`src/design/hdt_pkg.sv`:
```
package hdt_pkg;

	localparam logic [7:0] HDT_OFF_TIMER_LOW   = 8'h3a;
	localparam logic [7:0] HDT_OFF_TIMER_MID   = 8'h3b;
	localparam logic [7:0] HDT_OFF_TIMER_HIGH  = 8'h3c;
	localparam logic [7:0] HDT_OFF_TIMER_CFG   = 8'h3d;
	localparam logic [7:0] HDT_OFF_TX_FIRST    = 8'h3e;
	localparam logic [7:0] HDT_OFF_TX_SECOND   = 8'h3f;
	localparam logic [7:0] HDT_OFF_RX_ONE_LOW  = 8'h40;
	localparam logic [7:0] HDT_OFF_RX_ONE_HIGH = 8'h41;
	localparam logic [7:0] HDT_OFF_RX_TWO_LOW  = 8'h42;
	localparam logic [7:0] HDT_OFF_RX_TWO_HIGH = 8'h43;

	localparam logic [7:0] HDT_RESET_BYTE      = 8'h00;
	localparam logic [7:0] HDT_CFG_WRITE_MASK  = 8'h97;

	localparam int         HDT_CFG_SRC_BIT     = 7;
	localparam int         HDT_CFG_TMD_BIT     = 4;
	localparam int         HDT_CR_BIT          = 1;

	localparam logic [2:0] HDT_COUNT_UNLIMITED = 3'h7;
	localparam logic [2:0] HDT_COUNT_NONE      = 3'h0;

	typedef enum logic [0:0] {
		HDT_IDLE = 1'b0,
		HDT_RUN  = 1'b1
	} hdt_timer_e;

	// A position matches when equal or when its mask bit is set.
	function automatic logic hdt_byte_match(
		input logic [7:0] rx,
		input logic [7:0] prog,
		input logic [7:0] mask
	);
		hdt_byte_match = &(~(rx ^ prog) | mask);
	endfunction

endpackage

```
`src/design/hdt_timer_address_regs.sv`:
```
`timescale 1ns/1ps
module hdt_timer_address_regs
	import hdt_pkg::*;
#(
	parameter int VALUE_WIDTH = 24
)(
	input  wire logic       i_clock,
	input  wire logic       i_rstn,
	input  wire logic [7:0] i_reg_addr,
	input  wire logic       i_reg_wr,
	input  wire logic       i_reg_rd,
	input  wire logic [7:0] i_reg_wdata,
	output logic      [7:0] o_reg_rdata,
	input  wire logic       i_clock_mode5,
	input  wire logic       i_tx_clock_tick,
	input  wire logic       i_frame_sync_input,
	input  wire logic       i_start_timer_cmd,
	input  wire logic       i_stop_timer_cmd,
	input  wire logic       i_iframe_sent,
	input  wire logic       i_iframe_acked,
	input  wire logic       i_auto_hdlc_mode,
	input  wire logic       i_auto_addr_mode,
	input  wire logic       i_address_field_size,
	input  wire logic       i_tx_is_command,
	input  wire logic       i_rx_addr_valid,
	input  wire logic [7:0] i_rx_addr_high,
	input  wire logic [7:0] i_rx_addr_low,
	input  wire logic [7:0] i_rx_mask_one_low,
	input  wire logic [7:0] i_rx_mask_one_high,
	input  wire logic [7:0] i_rx_mask_two_low,
	input  wire logic [7:0] i_rx_mask_two_high,
	output logic            o_timer_running,
	output logic            o_timer_irq,
	output logic            o_poll_request,
	output logic            o_retry_exhausted,
	output logic            o_tx_addr_insert,
	output logic            o_tx_addr_two_bytes,
	output logic      [7:0] o_tx_addr_first,
	output logic      [7:0] o_tx_addr_second,
	output logic            o_rx_result_valid,
	output logic            o_rx_addr_match,
	output logic            o_rx_cr_status
);

	logic [7:0] timer_period_low_ff;
	logic [7:0] timer_period_mid_ff;
	logic [7:0] timer_period_high_ff;
	logic [7:0] timer_config_ff;
	logic [7:0] tx_address_first_ff;
	logic [7:0] tx_address_second_ff;
	logic [7:0] rx_address_one_low_ff;
	logic [7:0] rx_address_one_high_ff;
	logic [7:0] rx_address_two_low_ff;
	logic [7:0] rx_address_two_high_ff;
	logic [7:0] rdata_ff;
	logic [7:0] nxt_rdata;

	logic       timer_clock_select;
	logic       timer_protocol_select;
	logic [2:0] repeat_count;
	logic       cr_polarity_select;
	logic       timer_tick;
	logic       timer_start;
	logic       timer_stop;
	logic       timer_expire;
	logic       timer_last;

	// Register write port; reserved configuration bits never store.
	always_ff @(posedge i_clock or negedge i_rstn)
	begin
		if (!i_rstn)
		begin
			timer_period_low_ff    <= HDT_RESET_BYTE;
			timer_period_mid_ff    <= HDT_RESET_BYTE;
			timer_period_high_ff   <= HDT_RESET_BYTE;
			timer_config_ff        <= HDT_RESET_BYTE;
			tx_address_first_ff    <= HDT_RESET_BYTE;
			tx_address_second_ff   <= HDT_RESET_BYTE;
			rx_address_one_low_ff  <= HDT_RESET_BYTE;
			rx_address_one_high_ff <= HDT_RESET_BYTE;
			rx_address_two_low_ff  <= HDT_RESET_BYTE;
			rx_address_two_high_ff <= HDT_RESET_BYTE;
		end
		else if (i_reg_wr)
		begin
			case (i_reg_addr)
				HDT_OFF_TIMER_LOW:   timer_period_low_ff    <= i_reg_wdata;
				HDT_OFF_TIMER_MID:   timer_period_mid_ff    <= i_reg_wdata;
				HDT_OFF_TIMER_HIGH:  timer_period_high_ff   <= i_reg_wdata;
				HDT_OFF_TIMER_CFG:
					timer_config_ff <= i_reg_wdata & HDT_CFG_WRITE_MASK;
				HDT_OFF_TX_FIRST:    tx_address_first_ff    <= i_reg_wdata;
				HDT_OFF_TX_SECOND:   tx_address_second_ff   <= i_reg_wdata;
				HDT_OFF_RX_ONE_LOW:  rx_address_one_low_ff  <= i_reg_wdata;
				HDT_OFF_RX_ONE_HIGH: rx_address_one_high_ff <= i_reg_wdata;
				HDT_OFF_RX_TWO_LOW:  rx_address_two_low_ff  <= i_reg_wdata;
				HDT_OFF_RX_TWO_HIGH: rx_address_two_high_ff <= i_reg_wdata;
				default:             ;
			endcase
		end
	end

	// Unmapped offsets read as zero.
	always_comb
	begin
		case (i_reg_addr)
			HDT_OFF_TIMER_LOW:   nxt_rdata = timer_period_low_ff;
			HDT_OFF_TIMER_MID:   nxt_rdata = timer_period_mid_ff;
			HDT_OFF_TIMER_HIGH:  nxt_rdata = timer_period_high_ff;
			HDT_OFF_TIMER_CFG:   nxt_rdata = timer_config_ff;
			HDT_OFF_TX_FIRST:    nxt_rdata = tx_address_first_ff;
			HDT_OFF_TX_SECOND:   nxt_rdata = tx_address_second_ff;
			HDT_OFF_RX_ONE_LOW:  nxt_rdata = rx_address_one_low_ff;
			HDT_OFF_RX_ONE_HIGH: nxt_rdata = rx_address_one_high_ff;
			HDT_OFF_RX_TWO_LOW:  nxt_rdata = rx_address_two_low_ff;
			HDT_OFF_RX_TWO_HIGH: nxt_rdata = rx_address_two_high_ff;
			default:             nxt_rdata = HDT_RESET_BYTE;
		endcase
	end

	always_ff @(posedge i_clock or negedge i_rstn)
	begin
		if (!i_rstn)
			rdata_ff <= HDT_RESET_BYTE;
		else if (i_reg_rd)
			rdata_ff <= nxt_rdata;
	end

	assign o_reg_rdata = rdata_ff;

	assign timer_clock_select    = timer_config_ff[HDT_CFG_SRC_BIT];
	assign timer_protocol_select = timer_config_ff[HDT_CFG_TMD_BIT];
	assign repeat_count          = timer_config_ff[2:0];

	// The polarity bit only exists while automatic HDLC mode runs.
	assign cr_polarity_select = i_auto_hdlc_mode &&
		rx_address_one_high_ff[HDT_CR_BIT];

	// Frame-sync clocking is honoured in clock mode 5 only.
	assign timer_tick = (timer_clock_select && i_clock_mode5) ?
		i_frame_sync_input :
		i_tx_clock_tick;

	// With timer mode 1 the CPU commands are ignored; the protocol
	// engine arms the timer on each I-frame and clears it on the ack.
	assign timer_start = timer_protocol_select ?
		i_iframe_sent : i_start_timer_cmd;
	assign timer_stop  = timer_protocol_select ?
		i_iframe_acked : i_stop_timer_cmd;

	hdt_timer #(
		.VALUE_WIDTH (VALUE_WIDTH)
	) u_timer (
		.i_clock        (i_clock),
		.i_rstn         (i_rstn),
		.i_tick         (timer_tick),
		.i_start        (timer_start),
		.i_stop         (timer_stop),
		.i_expiry_value (VALUE_WIDTH'({timer_period_high_ff,
			timer_period_mid_ff, timer_period_low_ff})),
		.i_repeat_count (repeat_count),
		.o_running      (o_timer_running),
		.o_expire       (timer_expire),
		.o_last         (timer_last)
	);

	// The same restart budget serves as the retry budget: every expiry
	// with budget left asks for one polled S-command frame.
	assign o_timer_irq       = timer_expire &&
		!timer_protocol_select;
	assign o_poll_request    = timer_expire && timer_protocol_select &&
		!timer_last;
	assign o_retry_exhausted = timer_expire && timer_protocol_select &&
		timer_last;

	// Transmit address field, refreshed every cycle from the registers while automatic address mode is on.
	always_ff @(posedge i_clock or negedge i_rstn)
	begin
		if (!i_rstn)
		begin
			o_tx_addr_insert    <= 1'b0;
			o_tx_addr_two_bytes <= 1'b0;
			o_tx_addr_first     <= HDT_RESET_BYTE;
			o_tx_addr_second    <= HDT_RESET_BYTE;
		end
		else if (!i_auto_addr_mode)
		begin
			o_tx_addr_insert    <= 1'b0;
			o_tx_addr_two_bytes <= 1'b0;
			o_tx_addr_first     <= HDT_RESET_BYTE;
			o_tx_addr_second    <= HDT_RESET_BYTE;
		end
		else if (i_address_field_size)
		begin
			o_tx_addr_insert    <= 1'b1;
			o_tx_addr_two_bytes <= 1'b1;
			o_tx_addr_first     <= tx_address_first_ff;
			o_tx_addr_first[HDT_CR_BIT] <= i_tx_is_command ?
				cr_polarity_select : !cr_polarity_select;
			o_tx_addr_second    <= tx_address_second_ff;
		end
		else
		begin
			o_tx_addr_insert    <= 1'b1;
			o_tx_addr_two_bytes <= 1'b0;
			o_tx_addr_first     <= i_tx_is_command ?
				tx_address_first_ff : tx_address_second_ff;
			o_tx_addr_second    <= HDT_RESET_BYTE;
		end
	end

	logic [7:0] one_high_mask;
	logic       match_one;
	logic       match_two;
	logic       rx_is_command;

	// The received C/R bit varies with frame direction, so it is masked
	// from the address one comparison while automatic HDLC mode runs.
	assign one_high_mask = i_rx_mask_one_high |
		{6'h00, i_auto_hdlc_mode, 1'b0};

	always_comb
	begin
		if (i_address_field_size)
		begin
			match_one = hdt_byte_match(i_rx_addr_high,
				rx_address_one_high_ff, one_high_mask) &&
				hdt_byte_match(i_rx_addr_low, rx_address_one_low_ff,
				i_rx_mask_one_low);
			match_two = hdt_byte_match(i_rx_addr_high,
				rx_address_two_high_ff, i_rx_mask_two_high) &&
				hdt_byte_match(i_rx_addr_low, rx_address_two_low_ff,
				i_rx_mask_two_low);
			rx_is_command = (i_rx_addr_high[HDT_CR_BIT] !=
				cr_polarity_select);
		end
		else
		begin
			match_one = hdt_byte_match(i_rx_addr_low,
				rx_address_one_low_ff, i_rx_mask_one_low);
			match_two = hdt_byte_match(i_rx_addr_low,
				rx_address_two_low_ff, i_rx_mask_two_low);
			rx_is_command = match_one;
		end
	end

	always_ff @(posedge i_clock or negedge i_rstn)
	begin
		if (!i_rstn)
		begin
			o_rx_result_valid <= 1'b0;
			o_rx_addr_match   <= 1'b0;
			o_rx_cr_status    <= 1'b0;
		end
		else
		begin
			o_rx_result_valid <= i_rx_addr_valid;
			if (i_rx_addr_valid)
			begin
				o_rx_addr_match <= !i_auto_addr_mode ||
					match_one || match_two;
				o_rx_cr_status  <= rx_is_command ?
					!cr_polarity_select : cr_polarity_select;
			end
		end
	end

	tx_cr_bit_a: assert property (
		@(posedge i_clock) disable iff (!i_rstn)
		$past(i_auto_addr_mode) && $past(i_address_field_size) |->
		o_tx_addr_first[HDT_CR_BIT] ==
		($past(i_tx_is_command) ~^ $past(cr_polarity_select)))
		else $error("transmit C/R bit has wrong polarity");

	tx_one_byte_a: assert property (
		@(posedge i_clock) disable iff (!i_rstn)
		$past(i_auto_addr_mode) && !$past(i_address_field_size) |->
		o_tx_addr_first == ($past(i_tx_is_command) ?
		$past(tx_address_first_ff) : $past(tx_address_second_ff)))
		else $error("one-byte transmit address picked wrong register");

	rx_mask_all_a: assert property (
		@(posedge i_clock) disable iff (!i_rstn)
		i_rx_addr_valid && (&i_rx_mask_one_low) &&
		((&i_rx_mask_one_high) || !i_address_field_size) |=>
		o_rx_result_valid && o_rx_addr_match)
		else $error("fully masked address was rejected");

	irq_mode_a: assert property (
		@(posedge i_clock) disable iff (!i_rstn)
		o_timer_irq |-> !timer_protocol_select && !o_poll_request)
		else $error("timer interrupt raised in protocol timer mode");

	poll_mode_a: assert property (
		@(posedge i_clock) disable iff (!i_rstn)
		o_poll_request |-> timer_protocol_select && !o_retry_exhausted)
		else $error("poll request outside automatic timer mode");

	rx_valid_a: assert property (
		@(posedge i_clock) disable iff (!i_rstn)
		i_rx_addr_valid |=> o_rx_result_valid)
		else $error("receive address result missing");

	// A one-byte address that differs from both registers in an unmasked
	// position must be turned away.
	rx_unmasked_a: assert property (
		@(posedge i_clock) disable iff (!i_rstn)
		i_rx_addr_valid && i_auto_addr_mode && !i_address_field_size &&
		|((i_rx_addr_low ^ rx_address_one_low_ff) & ~i_rx_mask_one_low) &&
		|((i_rx_addr_low ^ rx_address_two_low_ff) & ~i_rx_mask_two_low)
		|=> !o_rx_addr_match)
		else $error("unmasked address difference was accepted");

	tx_low_byte_a: assert property (
		@(posedge i_clock) disable iff (!i_rstn)
		$past(i_auto_addr_mode) && $past(i_address_field_size) |->
		o_tx_addr_second == $past(tx_address_second_ff))
		else $error("two-byte transmit low byte is wrong");

endmodule

```
`src/design/hdt_timer.sv`:
```
`timescale 1ns/1ps
module hdt_timer
	import hdt_pkg::*;
#(
	parameter int VALUE_WIDTH = 24
)(
	input  wire logic                   i_clock,
	input  wire logic                   i_rstn,
	input  wire logic                   i_tick,
	input  wire logic                   i_start,
	input  wire logic                   i_stop,
	input  wire logic [VALUE_WIDTH-1:0] i_expiry_value,
	input  wire logic [2:0]             i_repeat_count,
	output logic                        o_running,
	output logic                        o_expire,
	output logic                        o_last
);

	hdt_timer_e             state_ff;
	logic [VALUE_WIDTH-1:0] count_ff;
	logic [2:0]             left_ff;
	logic                   expire_ff;
	logic                   last_ff;
	logic                   hit;
	logic                   nxt_expire;

	assign hit        = (count_ff == i_expiry_value);
	assign nxt_expire = !i_stop && !i_start && (state_ff == HDT_RUN) &&
		i_tick && hit;

	// Stop outranks start so a stale start cannot revive a halted timer.
	always_ff @(posedge i_clock or negedge i_rstn)
	begin
		if (!i_rstn)
		begin
			state_ff <= HDT_IDLE;
			left_ff  <= HDT_COUNT_NONE;
		end
		else
		begin
			case (state_ff)
				HDT_IDLE:
				begin
					if (!i_stop && i_start)
					begin
						state_ff <= HDT_RUN;
						left_ff  <= i_repeat_count;
					end
				end
				HDT_RUN:
				begin
					if (i_stop)
						state_ff <= HDT_IDLE;
					else if (i_start)
						left_ff <= i_repeat_count;
					else if (nxt_expire)
					begin
						if (left_ff == HDT_COUNT_NONE)
							state_ff <= HDT_IDLE;
						else if (left_ff != HDT_COUNT_UNLIMITED)
							left_ff <= left_ff - 3'h1;
					end
				end
				default:
					state_ff <= HDT_IDLE;
			endcase
		end
	end

	always_ff @(posedge i_clock or negedge i_rstn)
	begin
		if (!i_rstn)
			count_ff <= '0;
		else if (i_stop || i_start)
			count_ff <= '0;
		else if (state_ff == HDT_RUN && i_tick)
			count_ff <= hit ? '0 : count_ff + 1'b1;
	end

	always_ff @(posedge i_clock or negedge i_rstn)
	begin
		if (!i_rstn)
		begin
			expire_ff <= 1'b0;
			last_ff   <= 1'b0;
		end
		else
		begin
			expire_ff <= nxt_expire;
			last_ff   <= nxt_expire && (left_ff == HDT_COUNT_NONE);
		end
	end

	assign o_running = (state_ff == HDT_RUN);
	assign o_expire  = expire_ff;
	assign o_last    = last_ff;

	period_hit_a: assert property (
		@(posedge i_clock) disable iff (!i_rstn)
		o_expire |-> $past(i_tick) && $past(count_ff) == $past(i_expiry_value))
		else $error("timer expired before reaching the expiry value");

	stop_halts_a: assert property (
		@(posedge i_clock) disable iff (!i_rstn)
		i_stop |=> !o_running && !o_expire)
		else $error("timer still running after stop");

	start_runs_a: assert property (
		@(posedge i_clock) disable iff (!i_rstn)
		i_start && !i_stop |=> o_running && count_ff == '0)
		else $error("timer did not start on command");

	restart_count_a: assert property (
		@(posedge i_clock) disable iff (!i_rstn)
		o_expire |-> (o_running == !o_last))
		else $error("restart decision wrong after expiry");

	unlimited_a: assert property (
		@(posedge i_clock) disable iff (!i_rstn)
		o_running && left_ff == HDT_COUNT_UNLIMITED && !i_stop && !i_start
		|=> o_running && !o_last)
		else $error("unlimited count stopped the timer");

endmodule

```
`config.mk`:
```
export PLATFORM = sky130hd
export DESIGN_NAME = hdt_timer_address_regs
export DESIGN_NICKNAME = d
export VERILOG_FILES = /design/src/design/hdt_pkg.sv /design/src/design/hdt_timer_address_regs.sv /design/src/design/hdt_timer.sv
export SDC_FILE = /design/constraint.sdc
export NUM_CORES = 1
export LEC_CHECK = 0
export ABC_AREA = 1
export BUFFER_PORTS_ARGS = -buffer_cell sky130_fd_sc_hd__clkbuf_2
export CORE_UTILIZATION = 30
export CTS_CLUSTER_SIZE = 10
export DETAILED_ROUTE_END_ITERATION = 7
export MAX_ROUTING_LAYER = met4
export SLEW_MARGIN = 20
export SYNTH_ARGS = -nofsm -noshare
export SYNTH_HDL_FRONTEND = slang
export SYNTH_SLANG_ARGS = --single-unit
```
`constraint.sdc`:
```
create_clock -name i_clock -period 2 [get_ports i_clock]
set_input_delay 0.3 -clock i_clock [delete_from_list [all_inputs] [get_ports i_clock]]
set_output_delay 0.3 -clock i_clock [all_outputs]
set_load 0.01 [all_outputs]
```
==> impl_results.html <==
<table>
<tr><th>Metric</th><th>Value</th></tr>
<tr><th colspan="2">Die</th></tr>
<tr><td>Count of boundary I/O pins</td><td>113</td></tr>
<tr><td>Total core area</td><td>0.0242 mm^2</td></tr>
<tr><td>Overall die width</td><td>159 um</td></tr>
<tr><td>Height of the die</td><td>159 um</td></tr>
<tr><td>Starting density of the core</td><td>30.5%</td></tr>
<tr><td>Placement row count</td><td>57</td></tr>
<tr><td>Area enclosed by the die boundary</td><td>0.0253 mm^2</td></tr>
<tr><th colspan="2">Synth</th></tr>
<tr><td>Xor/xnor cell area share of the yosys netlist</td><td>4.14%</td></tr>
<tr><td>Simple logic cell fraction of the synthesized area</td><td>28.3%</td></tr>
<tr><td>Top cell type's share of synthesized area</td><td>46.0%</td></tr>
<tr><td>Flops &amp; latches, synth</td><td>136</td></tr>
<tr><td>Count of mapped cells out of synthesis</td><td>946</td></tr>
<tr><td>Post-synthesis instance area</td><td>0.00740 mm^2</td></tr>
<tr><td>Cell types occupying the most area after synthesis</td><td>dfrtp_1, nand2_1, o21ai_0</td></tr>
<tr><td>Adder-cell share of the synthesized area</td><td>0.676%</td></tr>
<tr><td>Synthesis Warnings</td><td>0</td></tr>
<tr><td>Mean post-synth cell area</td><td>7.82 um^2</td></tr>
<tr><td>Syn nets</td><td>1030</td></tr>
<tr><td>Share of cell area taken by muxes after synthesis</td><td>0%</td></tr>
<tr><td>Fraction of the yosys area taken by sequential cells</td><td>46.0%</td></tr>
<tr><td>Compound-gate portion of the synthesized area</td><td>14.3%</td></tr>
<tr><td>Post-synthesis cell type with the largest combined area</td><td>dfrtp_1</td></tr>
<tr><td>Combinational family with the most area after synthesis</td><td>simple AND/OR/NAND/NOR gates</td></tr>
<tr><td>Synth unique cells</td><td>40</td></tr>
<tr><th colspan="2">Global route</th></tr>
<tr><td>First-pass GRT wire length</td><td>35400 um</td></tr>
<tr><td>Pin count of the biggest net entering global routing</td><td>64</td></tr>
<tr><td>Vias in the first global route</td><td>6438</td></tr>
<tr><td>Global Route Usage Sum</td><td>18.8%</td></tr>
<tr><td>Antenna violations before repair</td><td>0</td></tr>
<tr><td>Overflow left after global routing</td><td>0</td></tr>
<tr><th colspan="2">Critical path</th></tr>
<tr><td>Gate family responsible for the most delay along the worst path</td><td>simple AND/OR/NAND/NOR gates</td></tr>
<tr><td>Endpoint required time on the critical path</td><td>2.31 ns</td></tr>
<tr><td>Crit path cell chain</td><td>xnor2_1 &gt; nand2_1 &gt; nor2_1 &gt; nand2_1 &gt; nor2_1 &gt; nand2_1 &gt; nand2_4 &gt; inv_2 &gt; nand3b_1 &gt; o21ai_1</td></tr>
<tr><td>Count of buffering cells on the critical path with inverters included</td><td>1</td></tr>
<tr><td>Arrival time reported for the critical path endpoint</td><td>2.11 ns</td></tr>
<tr><td>Worst Path Max Fanout</td><td>14</td></tr>
<tr><td>Max stage delay cell, worst path</td><td>dfrtp_1</td></tr>
<tr><td>Classification of the worst setup path</td><td>flip-flop to flip-flop</td></tr>
<tr><td>Kind of start point of the critical path</td><td>flip-flop</td></tr>
<tr><td>Peak per-stage delay on the critical path</td><td>0.42 ns</td></tr>
<tr><td>CP most frequent cell</td><td>nand2_1</td></tr>
<tr><td>Crit path capture type</td><td>flip-flop</td></tr>
<tr><th colspan="2">Place</th></tr>
<tr><td>Total instance count after detailed placement</td><td>1371</td></tr>
<tr><td>Worst setup slack before clock tree synthesis</td><td>0.175 ns</td></tr>
<tr><td>Detailed placer's ending HPWL</td><td>16700 um</td></tr>
<tr><td>Number of buffers inserted by port buffering</td><td>112</td></tr>
<tr><td>Final Wtd Congestion</td><td>0.908</td></tr>
<tr><td>Post-DP Area</td><td>0.00837 mm^2</td></tr>
<tr><th colspan="2">Final layout</th></tr>
<tr><td>Final instance area</td><td>0.00902 mm^2</td></tr>
<tr><td>Post-synthesis to final-layout area growth</td><td>21.9%</td></tr>
<tr><td>Antenna cell count</td><td>0</td></tr>
<tr><td>Area used by multi-input combinational logic</td><td>0.00351 mm^2</td></tr>
<tr><td>Utilization after layout</td><td>37.2%</td></tr>
<tr><td>Final standard cell count with taps included and fillers excluded</td><td>1407</td></tr>
<tr><td>Fill count</td><td>2586</td></tr>
<tr><td>Number of nets in the layout</td><td>1155</td></tr>
<tr><td>Area occupied by registers</td><td>0.00340 mm^2</td></tr>
<tr><td>Share of post-route cells with drive strength above 1</td><td>18.7%</td></tr>
<tr><th colspan="2">Hold path</th></tr>
<tr><td>Class of the most critical hold timing path</td><td>primary input to flip-flop</td></tr>
<tr><th colspan="2">Timing</th></tr>
<tr><td>Max Fclk</td><td>557 MHz</td></tr>
<tr><td>Setup slack of the critical path after layout</td><td>0.204 ns</td></tr>
<tr><td>Final hold slack</td><td>0.165 ns</td></tr>
<tr><td>Final slew viol count</td><td>0</td></tr>
<tr><td>Worst Skew</td><td>0.0119 ns</td></tr>
<tr><td>Transition at the pin with the smallest max-transition slack</td><td>0.641 ns</td></tr>
<tr><td>Endpoints failing hold</td><td>0</td></tr>
<tr><td>Post-Route Setup TNS</td><td>0 ns</td></tr>
<tr><td>Final clock period utilization by the worst path</td><td>89.8%</td></tr>
<tr><td>Count of final setup violators</td><td>0</td></tr>
<tr><td>Min cycle time layout</td><td>1.80 ns</td></tr>
<tr><td>Worst slew margin relative to its limit</td><td>57.2%</td></tr>
<tr><th colspan="2">CTS</th></tr>
<tr><td>CTS Buf Count</td><td>17</td></tr>
<tr><td>Number of buffers between clock root and the deepest sink</td><td>2</td></tr>
<tr><td>TritonCTS clock tree</td><td>done</td></tr>
<tr><td>Sink count of the clock tree</td><td>136</td></tr>
<tr><td>Count of cells resized by post-cts repair</td><td>0</td></tr>
<tr><td>Buffer type at the clock tree root</td><td>clkbuf_16</td></tr>
<tr><td>Reg clk slew, reported paths</td><td>0.06 ns</td></tr>
<tr><td>Number of levels the H-tree was split into</td><td>4</td></tr>
<tr><td>Worst-skew pair later-pin latency</td><td>0.43 ns</td></tr>
<tr><th colspan="2">Job</th></tr>
<tr><td>Max_cap viols</td><td>0</td></tr>
<tr><th colspan="2">Routing</th></tr>
<tr><td>Violation count after the first detailed-route iteration</td><td>564</td></tr>
<tr><td>Post-Route WL</td><td>22300 um</td></tr>
<tr><td>Met1 wire length</td><td>10600 um</td></tr>
<tr><td>Met3 wire length</td><td>942 um</td></tr>
<tr><td>Highest signal layer in the routed design</td><td>met4</td></tr>
<tr><td>Drt pass-1 iters</td><td>4</td></tr>
<tr><td>Count of vias placed by the detailed router</td><td>6716</td></tr>
<tr><td>Routed met2 length</td><td>10400 um</td></tr>
<tr><td>Average wire per cell in the routed design</td><td>15.9 um</td></tr>
<tr><td>Remaining design rule violation count</td><td>0</td></tr>
<tr><td>Avg Vias per Cell</td><td>4.77</td></tr>
<tr><td>Antenna violation net count after detailed routing</td><td>0</td></tr>
<tr><th colspan="2">Power</th></tr>
<tr><td>Max IR drop VDD</td><td>0.483 mV</td></tr>
<tr><td>Leak</td><td>4.32 nW</td></tr>
<tr><td>Pwr Density</td><td>764 mW/mm^2</td></tr>
<tr><td>Pwr Total</td><td>6.89 mW</td></tr>
<tr><th colspan="2">Run status</th></tr>
<tr><td>Outcome</td><td>finished, final reports clean</td></tr>
</table>
-- repair_timing --
item / CTS / global route
setup endpoints to repair: 0 / 1
hold buffers: 2 / 0
setup buffers: 0 / 3
endpoints found under the hold margin: 27 / 0
-- cell type report --
type	count	area share, %
clock buffers	18	4.87
flip-flops and latches	136	37.7
clock inverters	13	1.86
multi-input cells	694	38.9
well taps	324	4.50
repair buffers	130	8.26
inverters	92	3.83
-- cell usage after synthesis --
library cell  count
nand2_2           4
a31o_2            1
nand2_4           3
a31oi_1           1
a21oi_1          35
nor3_2            3
and3_1            1
and2_2            1
o22ai_1           8
nand2_1         261
nand4_1          18
nor2_1           69
nand4_2           1
dfrtp_1         136
nor3_4            2
nor2_4            4
a211oi_1          1
nor3_1            7
inv_2             4
o21ai_0         127
inv_1            88
nor3b_1           1
nand3b_1          4
buf_4             4
o31ai_1           1
buf_2            14
nand3_2           5
xor2_1           12
nor2_2            2
or2_1             2
o21ai_1          18
buf_6             2
nand3_4           1
xnor2_1          23
nor2_8            3
clkbuf_1          4
ha_1              4
o21ai_2           9
nand4_4           1
nand3_1          61
-- state kept, by name, indices dropped and copies added, names as in the netlist, 3 cells and up --
register                flops
o_reg_rdata                 8
u_timer.left_ff             3
timer_period_high_ff        8
o_tx_addr_first             8
tx_address_second_ff        8
tx_address_first_ff         8
rx_address_two_high_ff      8
o_tx_addr_second            8
timer_config_ff             5
rx_address_two_low_ff       8
timer_period_mid_ff         8
timer_period_low_ff         8
rx_address_one_high_ff      8
u_timer.count_ff           24
rx_address_one_low_ff       8
-- routing by layer --
| layer | vias to the layer above | GRT usage, % |
|---|---|---|
| met5 | - | - |
| met4 | 0 | 6.12 |
| met3 | 27 | 3.02 |
| met2 | 180 | 29.3 |
| met1 | 3152 | 24.8 |
| li1 | 3357 | - |
-- worst paths after layout --
path                                                     startpoint                             endpoint  slack, ns  depth (start not counted)
worst max-delay path               u_timer.count_ff[16]$_DFFE_PN0P_     u_timer.count_ff[16]$_DFFE_PN0P_       0.20                         10
worst min-delay path                               i_auto_addr_mode           o_tx_addr_insert$_DFF_PN0_       0.16                          1
worst max register to register     u_timer.count_ff[16]$_DFFE_PN0P_     u_timer.count_ff[16]$_DFFE_PN0P_       0.20                         10
worst min register to register  tx_address_second_ff[2]$_DFFE_PN0P_  tx_address_second_ff[2]$_DFFE_PN0P_       0.48                          2
max in group asynchronous                                    i_rstn           o_reg_rdata[2]$_DFFE_PN0P_       1.03                          3
min in group asynchronous                                    i_rstn     u_timer.count_ff[22]$_DFFE_PN0P_       0.33                          2
-- cell usage in the layout, fill, tap and decap left out, drive strengths merged, types with 8 or more instances in the layout --
master and n:
o21ai 154, xnor2 23, buf 17, xor2 12
inv 96, nand2 268, o22ai 8, clkbuf 129
a21oi 35, nor2 78, nand4 20, nand3 67
dfrtp 136, nor3 12
-- power breakdown --
group / switching, mW / internal, mW / total [mW]
sequential: 0.0972 / 2.85 / 2.95
clock: 1.25 / 2.00 / 3.25
combinational: 0.444 / 0.242 / 0.686
-- cell families (layout without fill, tap and decap cells) --
| logic type | count (synthesis) | after routing |
|---|---|---|
| xor+xnor | 35 | 35 |
| fa+ha+maj | 4 | 4 |
| simple gates | 454 | 454 |
| compound gates | 201 | 201 |
| buf+inv | 116 | 253 |
| flops | 136 | 136 |
No activity file was read; power rests on OpenSTA's default activity.
